==> src/shared/jbu_pkg.sv <==
// Package for the jump and branch unit: opcodes, widths, condition decode
package jbu_pkg;

   // ----------------------------------------
   // Widths
   // ----------------------------------------
   localparam int BYTE_W = 8;
   localparam int ADDR_W = 16;

   // ----------------------------------------
   // Opcodes
   // ----------------------------------------
   localparam logic [7:0] OP_JUMP_VIA_REGISTER_PAIR = 8'hE9; // 11 101 001
   localparam logic [7:0] OP_JUMP_ALWAYS = 8'hC3;            // 11 000 011
   localparam logic [7:0] OP_JUMP_ON_CARRY_SET = 8'hDA;      // 11 011 010
   localparam logic [7:0] OP_JUMP_ON_CARRY_CLEAR = 8'hD2;    // 11 010 010
   localparam logic [7:0] OP_JUMP_ON_ZERO_SET = 8'hCA;       // 11 001 010
   localparam logic [7:0] OP_JUMP_ON_ZERO_CLEAR = 8'hC2;     // 11 000 010
   localparam logic [7:0] OP_JUMP_ON_NEGATIVE = 8'hFA;       // 11 111 010
   localparam logic [7:0] OP_JUMP_ON_POSITIVE = 8'hF2;       // 11 110 010
   localparam logic [7:0] OP_JUMP_ON_EVEN_PARITY = 8'hEA;    // 11 101 010
   localparam logic [7:0] OP_JUMP_ON_ODD_PARITY = 8'hE2;     // 11 100 010

   // Conditional jumps share 11 ccc 010; ccc picks flag and sense
   localparam logic [1:0] COND_TOP = 2'h3;
   localparam logic [2:0] COND_LOW = 3'h2;

   // ----------------------------------------
   // Reset values and step sizes
   // ----------------------------------------
   localparam logic [15:0] PC_RESET = 16'h0000;
   localparam logic [15:0] PC_STEP_SHORT = 16'h0001;
   localparam logic [15:0] PC_STEP_LONG = 16'h0003;

   typedef enum logic [1:0] {
      JBU_IDLE,
      JBU_LOW,
      JBU_HIGH
   } jbu_state_e;

   // True when the opcode is one of the eight conditional jumps
   function automatic logic jbu_is_cond(input logic [7:0] op);
      return (op[7:6] == COND_TOP) && (op[2:0] == COND_LOW);
   endfunction

   // Condition test: ccc[2:1] selects zero, carry, parity, sign; ccc[0] is the sense
   function automatic logic jbu_cond_met(input logic [7:0] op, input logic cy,
                                         input logic zr, input logic sg, input logic pa);
      logic f;
      unique case (op[5:4])
         2'h0: f = zr;
         2'h1: f = cy;
         2'h2: f = pa;
         2'h3: f = sg;
      endcase
      return f == op[3];
   endfunction

endpackage

==> src/jbu_core.sv <==
// Jump and branch unit: decodes the ten jumps and produces the next program counter
//
// What this block does
// - Second byte low, third byte high target.
// - Nine jumps three bytes; register-pair jump one.
// - Register-pair jump loads counter from H,L.
// - Unconditional jump always loads byte target.
// - Carry-set jump taken when carry is 1.
// - Carry-clear jump taken when carry is 0.
// - Zero-set jump taken when zero is 1.
// - Zero-clear jump taken when zero is 0.
// - Negative jump taken when sign is 1.
// - Positive jump taken when sign is 0.
// - Even-parity jump taken when parity is 1.
// - Odd-parity jump taken when parity is 0.
// - False condition continues sequentially.
module jbu_core
   import jbu_pkg::*;
(
   input wire logic clk, // 40 MHz clock
   input wire logic rst, // Async reset, active high
   input wire logic byte_valid, // Fetch presents a byte
   input wire logic [7:0] byte_data, // Fetched byte
   input wire logic [15:0] pc_in, // Address of the opcode byte
   input wire logic [7:0] reg_h, // H register
   input wire logic [7:0] reg_l, // L register
   input wire logic flag_carry, // Carry flag
   input wire logic flag_zero, // Zero flag
   input wire logic flag_sign, // Sign flag
   input wire logic flag_parity, // Parity flag
   output logic pc_load, // One-cycle pulse: pc_next is valid
   output logic [15:0] pc_next, // Next program counter
   output logic jump_taken, // With pc_load: jump was taken
   output logic busy, // Collecting address bytes
   output logic flags_write // Always low: jumps leave flags alone
);

   // ----------------------------------------
   // Decode
   // ----------------------------------------
   jbu_state_e state;
   logic [7:0] opcode;
   logic [7:0] addr_low;
   logic [15:0] op_pc;

   wire logic is_pair = byte_data == OP_JUMP_VIA_REGISTER_PAIR;
   wire logic is_always = byte_data == OP_JUMP_ALWAYS;
   wire logic is_cond = jbu_is_cond(byte_data);
   wire logic is_long = is_always || is_cond;
   wire logic start = (state == JBU_IDLE) && byte_valid;
   wire logic take = (opcode == OP_JUMP_ALWAYS) ||
      jbu_cond_met(opcode, flag_carry, flag_zero, flag_sign, flag_parity);
   // byte two low, byte three high
   wire logic [15:0] target = {byte_data, addr_low};
   // untaken jump skips three bytes; sequential flow
   wire logic [15:0] seq_pc = op_pc + PC_STEP_LONG;
   wire logic finish = (state == JBU_HIGH) && byte_valid;

   jbu_state_e next_state;
   always_comb begin
      next_state = state;
      unique case (state)
         JBU_IDLE: if (byte_valid && is_long) next_state = JBU_LOW;
         JBU_LOW: if (byte_valid) next_state = JBU_HIGH;
         JBU_HIGH: if (byte_valid) next_state = JBU_IDLE;
      endcase
   end

   // ----------------------------------------
   // State and outputs
   // ----------------------------------------
   always_ff @(posedge clk or posedge rst) begin
      if (rst) begin
         state <= JBU_IDLE;
         opcode <= 8'h00;
         addr_low <= 8'h00;
         op_pc <= PC_RESET;
      end else begin
         state <= next_state;
         // Non-jump opcodes are latched too but never reach the outputs
         if (start) begin
            opcode <= byte_data;
            op_pc <= pc_in;
         end
         if (state == JBU_LOW && byte_valid) addr_low <= byte_data;
      end
   end

   always_ff @(posedge clk or posedge rst) begin
      if (rst) begin
         pc_load <= 1'b0;
         pc_next <= PC_RESET;
         jump_taken <= 1'b0;
         busy <= 1'b0;
         flags_write <= 1'b0;
      end else begin
         busy <= next_state != JBU_IDLE;
         flags_write <= 1'b0;
         if (start && is_pair) begin
            pc_load <= 1'b1;
            pc_next <= {reg_h, reg_l};
            jump_taken <= 1'b1;
         end else if (finish) begin
            pc_load <= 1'b1;
            pc_next <= take ? target : seq_pc;
            jump_taken <= take;
         end else begin
            // pc_next keeps its last value, so a late fetch still sees it
            pc_load <= 1'b0;
            jump_taken <= 1'b0;
         end
      end
   end
endmodule

==> config.mk <==
export PLATFORM = sky130hd
export DESIGN_NAME = jbu_core
export DESIGN_NICKNAME = d
export VERILOG_FILES = /design/src/shared/jbu_pkg.sv /design/src/jbu_core.sv
export SDC_FILE = /design/constraint.sdc
export NUM_CORES = 1
export LEC_CHECK = 0
export ABC_AREA = 1
export BUFFER_PORTS_ARGS = -buffer_cell sky130_fd_sc_hd__buf_2
export CORE_MARGIN = 4
export CORE_UTILIZATION = 54
export CTS_BUF_LIST = sky130_fd_sc_hd__clkbuf_16
export CTS_CLUSTER_SIZE = 12
export DETAILED_ROUTE_END_ITERATION = 12
export GPL_TIMING_DRIVEN = 1
export PLACE_DENSITY = 0.78
export SLEW_MARGIN = 20
export SYNTH_ARGS = -nofsm -noshare
export SYNTH_HDL_FRONTEND = slang
export SYNTH_SLANG_ARGS = --single-unit
==> constraint.sdc <==
create_clock -name clk -period 2.3 [get_ports clk]
set_clock_uncertainty 0.1 [all_clocks]
set_input_delay 0.575 -clock clk [delete_from_list [all_inputs] [get_ports clk]]
set_output_delay 0.575 -clock clk [all_outputs]
set_load 0.02 [all_outputs]
==> flow_metrics.py, run 1 <==
metrics = {
    "critical_path": {
        "r2r_start": "state[0]$_DFF_PP0_",
        "slowest_delay_ps": 380,
        "startpoint_type": "register",
        "cp.required_ps": 2380,
        "end_kind": "register",
        "crit_type": "register to register",
        "crit_path_cell_trace": "inv_1, ha_1, nand2_2, nor2_4, nand3_4, nand2_4, inv_2, nand2_1, o21ai_0, inv_1, nand2_1",
        "reg2reg_slack_ps": 430,
        "r2r_cells": 11,
        "reg2reg_to": "pc_next[3]$_DFFE_PP0P_",
        "crit_buf_inv": 3,
        "crit_arrival_ps": 1950,
        "critPathMaxFanout": 17,
        "cp_slowest_cell": "dfrtp_1",
        "cpLargestDelayFamily": "simple AND/OR/NAND/NOR gates",
    },
    "global_routing": {
        "gr-total-overflow": 0,
        "grt_pass1_wl_mm": 11.3,
        "grt_max_degree": 27,
        "antenna_found_initial": 0,
        "track_usage_pct": 21.6,
        "grt_pass1_vias": 2469,
    },
    "routing": {
        "viasPerCell": 5.09,
        "firstDrtPassIters": 4,
        "drtAntennaViolNets": 0,
        "vias": 2784,
        "wl_mm": 7.00,
        "post_drt_wl_per_cell_um": 12.8,
        "initialDrtViolationCount": 288,
        "drcViolationCount": 0,
    },
    "yosys": {
        "synth-edff-count": 0,
        "synthArstFlopShare_pct": 100,
        "synth.top_cells.by_count": "nand2_1, inv_1, dfrtp_1, nand3_1, o21ai_0",
        "ys_ff_latch": 53,
        "synth.area.top_cells": "dfrtp_1, nand2_1, inv_1, nand3_1, o21ai_0",
        "synth_ff_type": "dfrtp_1",
        "synth_cells": 415,
        "synth_nets": 466,
        "yosys_warnings": 0,
        "yosysTopAreaCell": "dfrtp_1",
        "avgSynthCellArea_um2": 7.28,
        "ys_seq_area_share_pct": 43.9,
        "syn_area_um2": 3020,
        "yosys.area.top_type_share_pct": 43.9,
        "synth_cell_types": 33,
        "yosysMostFrequentCell": "nand2_1",
    },
    "die": {
        "io_pins": 67,
        "chipHeight_um": 82.8,
        "dieWidth_um": 82.8,
        "core-area_um2": 5270,
        "die_area_um2": 6850,
        "initial_core_util_pct": 57.3,
        "rows": 26,
    },
    "timing": {
        "report.final.slew_viol_count": 0,
        "rsz0062_at_grt": "false",
        "tns_ps": 0,
        "tightest_slew_ps": 505,
        "hold_slack_ps": 206,
        "hold_viol": 0,
        "finalWorstPathRequiredPeriod_ps": 1870,
        "finalSetupViolCount": 0,
        "period_share_pct": 81.2,
        "max_clock_freq_ghz": 0.535,
        "slew_headroom_pct": 66.3,
    },
    "pwr": {
        "cellPowerDensity_nw_per_um2": 1310,
        "power.leakage_nw": 2.03,
        "power_w": 0.00458,
        "peakVddDrop_mv": 0.678,
    },
    "place": {
        "placed_area_um2": 3380,
        "gp_congestion": 0.904,
        "portBuffers": 65,
        "dpl.hpwl_mm": 5.42,
    },
    "layout": {
        "final_area_um2": 3510,
        "diodes": 0,
        "area.growth.synth_to_final_pct": 16.1,
        "post-route-util_pct": 66.5,
        "finalNetCount": 529,
        "drive_above_1_share_pct": 19.7,
    },
    "clock_tree": {
        "cts_buffer_depth": 2,
        "tritoncts": "done",
        "clkSinkCount": 53,
        "clock_latency_ps": 290,
        "htree_levels": 2,
        "clkTransAtPathRegs_ps": 70,
        "cts_resized": 0,
        "cts_inserted_buffers": 5,
        "cts-root-buf": "clkbuf_16",
        "cts_setup_buffers": 0,
        "holdBufCountCts": 0,
    },
    "run": {
        "drv_cap": 0,
    },
    "outcome": {
        "status": "complete, no violations",
    },
    "min_path": {
        "hp-class": "input port to async pin",
    },
}
==> cell usage in the layout (no fill, tap or decap), drive strengths merged <==
cell type    n
nand2      151
buf         70
inv         60
dfrtp       53
o21ai       44
nand3       43
nor2        25
nand4        5
clkbuf       5
xor2         4
ha           4
o22ai        2
clkinv       2
nor3         2
mux2         1
or2          1
xnor2        1
o221ai       1
nand3b       1
o21bai       1
conb         1
==> through the flow <==
step           instances  worst slack, ps
2_1_floorplan        415              339
3_3_place_gp         541              372
3_5_place_dp         541              330
4_1_cts              547              413
5_1_grt              547              212
6_report             547              431
==> final cells by class <==
| type | count | area (um^2) |
|---|---|---|
| multi-input combinational | 287 | 1370 |
| sequential | 53 | 1330 |
| tap | 70 | 87.6 |
| fill | 485 | 1760 |
| timing repair buffer | 70 | 363 |
| clock buffer | 5 | 125 |
| inverter | 61 | 229 |
| clock inverter | 1 | 5.00 |
==> report_power, final <==
part / internal, W / leakage, nW / switching [W] / total [W]
sequential: 0.00137 / 0.665 / 0.000323 / 0.00169
combinational: 0.000752 / 1.30 / 0.00143 / 0.00218
clock: 0.000390 / 0.0655 / 0.000318 / 0.000708
==> worst max path at each step <==
stage	startpoint	end	slack (ps)	cells after the start
2_1_floorplan	rst	addr_low[0]$_DFFE_PP0P_	340	1
3_3_place_gp	flag_parity	pc_next[2]$_DFFE_PP0P_	370	10
3_5_place_dp	byte_data[5]	pc_next[3]$_DFFE_PP0P_	330	10
4_1_cts	state[0]$_DFF_PP0_	pc_next[12]$_DFFE_PP0P_	410	10
5_1_grt	state[0]$_DFF_PP0_	pc_next[12]$_DFFE_PP0P_	210	10
6_report	state[0]$_DFF_PP0_	pc_next[3]$_DFFE_PP0P_	430	11
==> metal layers <==
metal	global-route usage [%]	vias to the layer above	part of all wire, %
li1	-	1413	-
met1	30.3	1272	46
met2	35.3	92	47
met3	3.56	7	6.0
met4	4.90	0	1.0
met5	0	-	0
==> cells by family (layout without fill, tap and decap cells) <==
family          Yosys count  after routing  share of synthesized area, %
flops                    53             53                          43.9
buf+inv                  75            137                          10.7
fa+ha+maj                 4              4                          1.66
compound gates           48             48                          8.49
other cells               1              1                         0.124
simple gates            228            228                          33.3
xor+xnor                  5              5                          1.45
mux                       1              1                         0.373
==> state kept, by name (all words and copies together), names as in the netlist <==
| register | flops |
|---|---|
| opcode | 8 |
| busy | 1 |
| addr_low | 8 |
| jump_taken | 1 |
| state | 2 |
| op_pc | 16 |
| pc_load | 1 |
| pc_next | 16 |
Power figures use the tool's default switching activity.
==> run 2, diff against run 1 <==
--- a/config.mk
+++ b/config.mk
@@ -8,12 +8,12 @@
 export ABC_AREA = 1
 export BUFFER_PORTS_ARGS = -buffer_cell sky130_fd_sc_hd__buf_2
 export CORE_MARGIN = 4
-export CORE_UTILIZATION = 54
+export CORE_UTILIZATION = 49
 export CTS_BUF_LIST = sky130_fd_sc_hd__clkbuf_16
 export CTS_CLUSTER_SIZE = 12
 export DETAILED_ROUTE_END_ITERATION = 12
 export GPL_TIMING_DRIVEN = 1
-export PLACE_DENSITY = 0.78
+export PLACE_DENSITY = 0.74
 export SLEW_MARGIN = 20
 export SYNTH_ARGS = -nofsm -noshare
 export SYNTH_HDL_FRONTEND = slang
==> constraint.sdc (replaced) <==
create_clock -name clk -period 1.5 [get_ports clk]
set_clock_uncertainty 0.1 [all_clocks]
set_input_delay 0.375 -clock clk [delete_from_list [all_inputs] [get_ports clk]]
set_output_delay 0.375 -clock clk [all_outputs]
set_load 0.02 [all_outputs]
==> flow_metrics.py, run 2 (synthesized netlist as in run 1, its figures left out) <==
metrics = {
    "die": {
        "initial_core_util_pct": 50.7,
        "die_area_um2": 7480,
        "dieWidth_um": 86.5,
        "chipHeight_um": 86.5,
        "core-area_um2": 5960,
        "rows": 28,
        "io_pins": 67,
    },
    "routing": {
        "vias": 2995,
        "firstDrtPassIters": 5,
        "initialDrtViolationCount": 221,
        "post_drt_wl_per_cell_um": 13.5,
        "wl_mm": 8.04,
        "drtAntennaViolNets": 0,
        "viasPerCell": 5.02,
        "drcViolationCount": 0,
    },
    "outcome": {
        "failed_checks": "negative setup slack",
        "status": "complete, but fails checks",
    },
    "critical_path": {
        "crit_type": "register to register",
        "critPathMaxFanout": 27,
        "cpLargestDelayFamily": "simple AND/OR/NAND/NOR gates",
        "crit_arrival_ps": 1720,
        "cp.depth": 10,
        "r2r_cells": 10,
        "startpoint_type": "register",
        "reg2reg_to": "pc_next[15]$_DFFE_PP0P_",
        "crit_buf_inv": 3,
        "slowest_delay_ps": 400,
        "cp-endpoint": "pc_next[15]$_DFFE_PP0P_",
        "reg2reg_slack_ps": -140,
        "cp_slowest_cell": "dfrtp_1",
        "cp.required_ps": 1580,
        "crit_path_cell_trace": "inv_2, ha_4, nand2_4, nor2_4, nand3_4, buf_12, o21ai_1, inv_1, nand2_1, nand2_1",
        "r2r_start": "state[0]$_DFF_PP0_",
        "end_kind": "register",
        "setup.worst_path.start": "state[0]$_DFF_PP0_",
        "cpMostUsedCell": "nand2_1",
    },
    "clock_tree": {
        "htree_levels": 2,
        "tritoncts": "done",
        "clkTransAtPathRegs_ps": 70,
        "clock_latency_ps": 290,
        "clkSinkCount": 53,
        "cts_inserted_buffers": 5,
        "cts_buffer_depth": 2,
        "cts-root-buf": "clkbuf_16",
    },
    "place": {
        "portBuffers": 65,
        "dp_slack_ps": -177,
        "placed_area_um2": 3750,
        "gp_congestion": 0.880,
        "dpl.hpwl_mm": 5.72,
    },
    "global_routing": {
        "antenna_found_initial": 0,
        "grt_pass1_vias": 2810,
        "track_usage_pct": 20.7,
        "gr-total-overflow": 0,
        "grt_pass1_wl_mm": 12.4,
        "grt_max_degree": 54,
    },
    "layout": {
        "layout_common_cells": "nand2_1, buf_2, dfrtp_1, inv_1, nand3_1",
        "diodes": 0,
        "drive_above_1_share_pct": 34.3,
        "final_common_cell": "nand2_1",
        "final_area_um2": 4150,
        "area.growth.synth_to_final_pct": 37.4,
        "finalNetCount": 573,
        "post-route-util_pct": 69.7,
        "reg_top3": "op_pc x16, pc_next x16",
    },
    "pwr": {
        "peakVddDrop_mv": 0.966,
        "cellPowerDensity_nw_per_um2": 1990,
        "power_w": 0.00825,
        "power.leakage_nw": 2.32,
    },
    "timing": {
        "finalSetupViolCount": 28,
        "max_clock_freq_ghz": 0.610,
        "hold_viol": 0,
        "report.final.slew_viol_count": 0,
        "period_share_pct": 109,
        "fin_ws_ps": -138,
        "rsz0062_at_grt": "true",
        "finalWorstPathRequiredPeriod_ps": 1640,
    },
    "min_path": {
        "hp-class": "input port to async pin",
    },
    "run": {
        "drv_cap": 0,
    },
}
==> run 2: cell types whose count changed in the layout (fill, tap and decap cells not counted), moves of 5 or more <==
cell	before	now
inv_1	57	52
o21ai_0	34	16
buf_12	0	5
o21ai_1	8	20
nand2_1	146	127
buf_4	5	36
nand2_2	2	18
buf_6	0	6
o21ai_2	2	7
==> run 2: layer usage <==
metal,wire length [um],global-route usage (%),up-vias
met5,0,0,-
met4,130,5.67,0
met3,368,3.90,15
met2,4030,35.4,79
met1,3510,27.0,1397
li1,-,-,1504
==> run 2: layout make-up <==
cell class / count / area, um^2
tap: 75 / 93.8
clock inverter: 2 / 7.51
timing repair buffer: 114 / 813
fill: 494 / 1800
inverter: 61 / 239
multi-input combinational: 287 / 1550
sequential: 53 / 1330
clock buffer: 5 / 125
==> run 2: stage by stage <==
step           TNS, ps  cells  hold WS [ps]
2_1_floorplan     -481    415           336
3_3_place_gp     -1510    585           358
3_5_place_dp     -2080    585           360
4_1_cts          -1760    592          63.5
5_1_grt          -5190    597          67.3
6_report         -1960    597          42.7
==> run 2: how the worst min path moves through the flow <==
stage | from | end | slack, ps | cells after the start
floorplan | rst | addr_low[0]$_DFFE_PP0P_ | 340 | 1
global placement | rst | opcode[4]$_DFFE_PP0P_ | 360 | 3
detailed placement | pc_next[12]$_DFFE_PP0P_ | pc_next[12]$_DFFE_PP0P_ | 360 | 2
CTS | rst | opcode[4]$_DFFE_PP0P_ | 60 | 3
global route | rst | opcode[4]$_DFFE_PP0P_ | 70 | 3
finish | rst | opcode[5]$_DFFE_PP0P_ | 40 | 3
==> run 2: where the power goes <==
| part | leakage [nW] | switching, W | internal [W] | total, W |
|---|---|---|---|---|
| sequential | 0.665 | 0.000513 | 0.00210 | 0.00261 |
| combinational | 1.58 | 0.00263 | 0.00194 | 0.00456 |
| clock | 0.0685 | 0.000476 | 0.000598 | 0.00107 |
| total | 2.32 | 0.00361 | 0.00463 | 0.00825 |
==> run 2: worst register-to-register path: cells and delay by family (launching register included) <==
kind | cells | cell delay [ps]
adder cells (fa/ha/maj) | 1 | 140
buffers and inverters | 3 | 340
flip-flops | 1 | 400
AO/OA/AOI/OAI | 1 | 150
AND/OR/NAND/NOR | 5 | 410
==> run 2: repair_timing <==
action / CTS / global route
pin swaps: 3 / 7
hold buffers: 0 / 0
hold endpoints to repair: 0 / 0
cloned: 0 / 3
resized for setup: 15 / 56
endpoints found under the setup margin: 17 / 35
setup buffers: 0 / 2
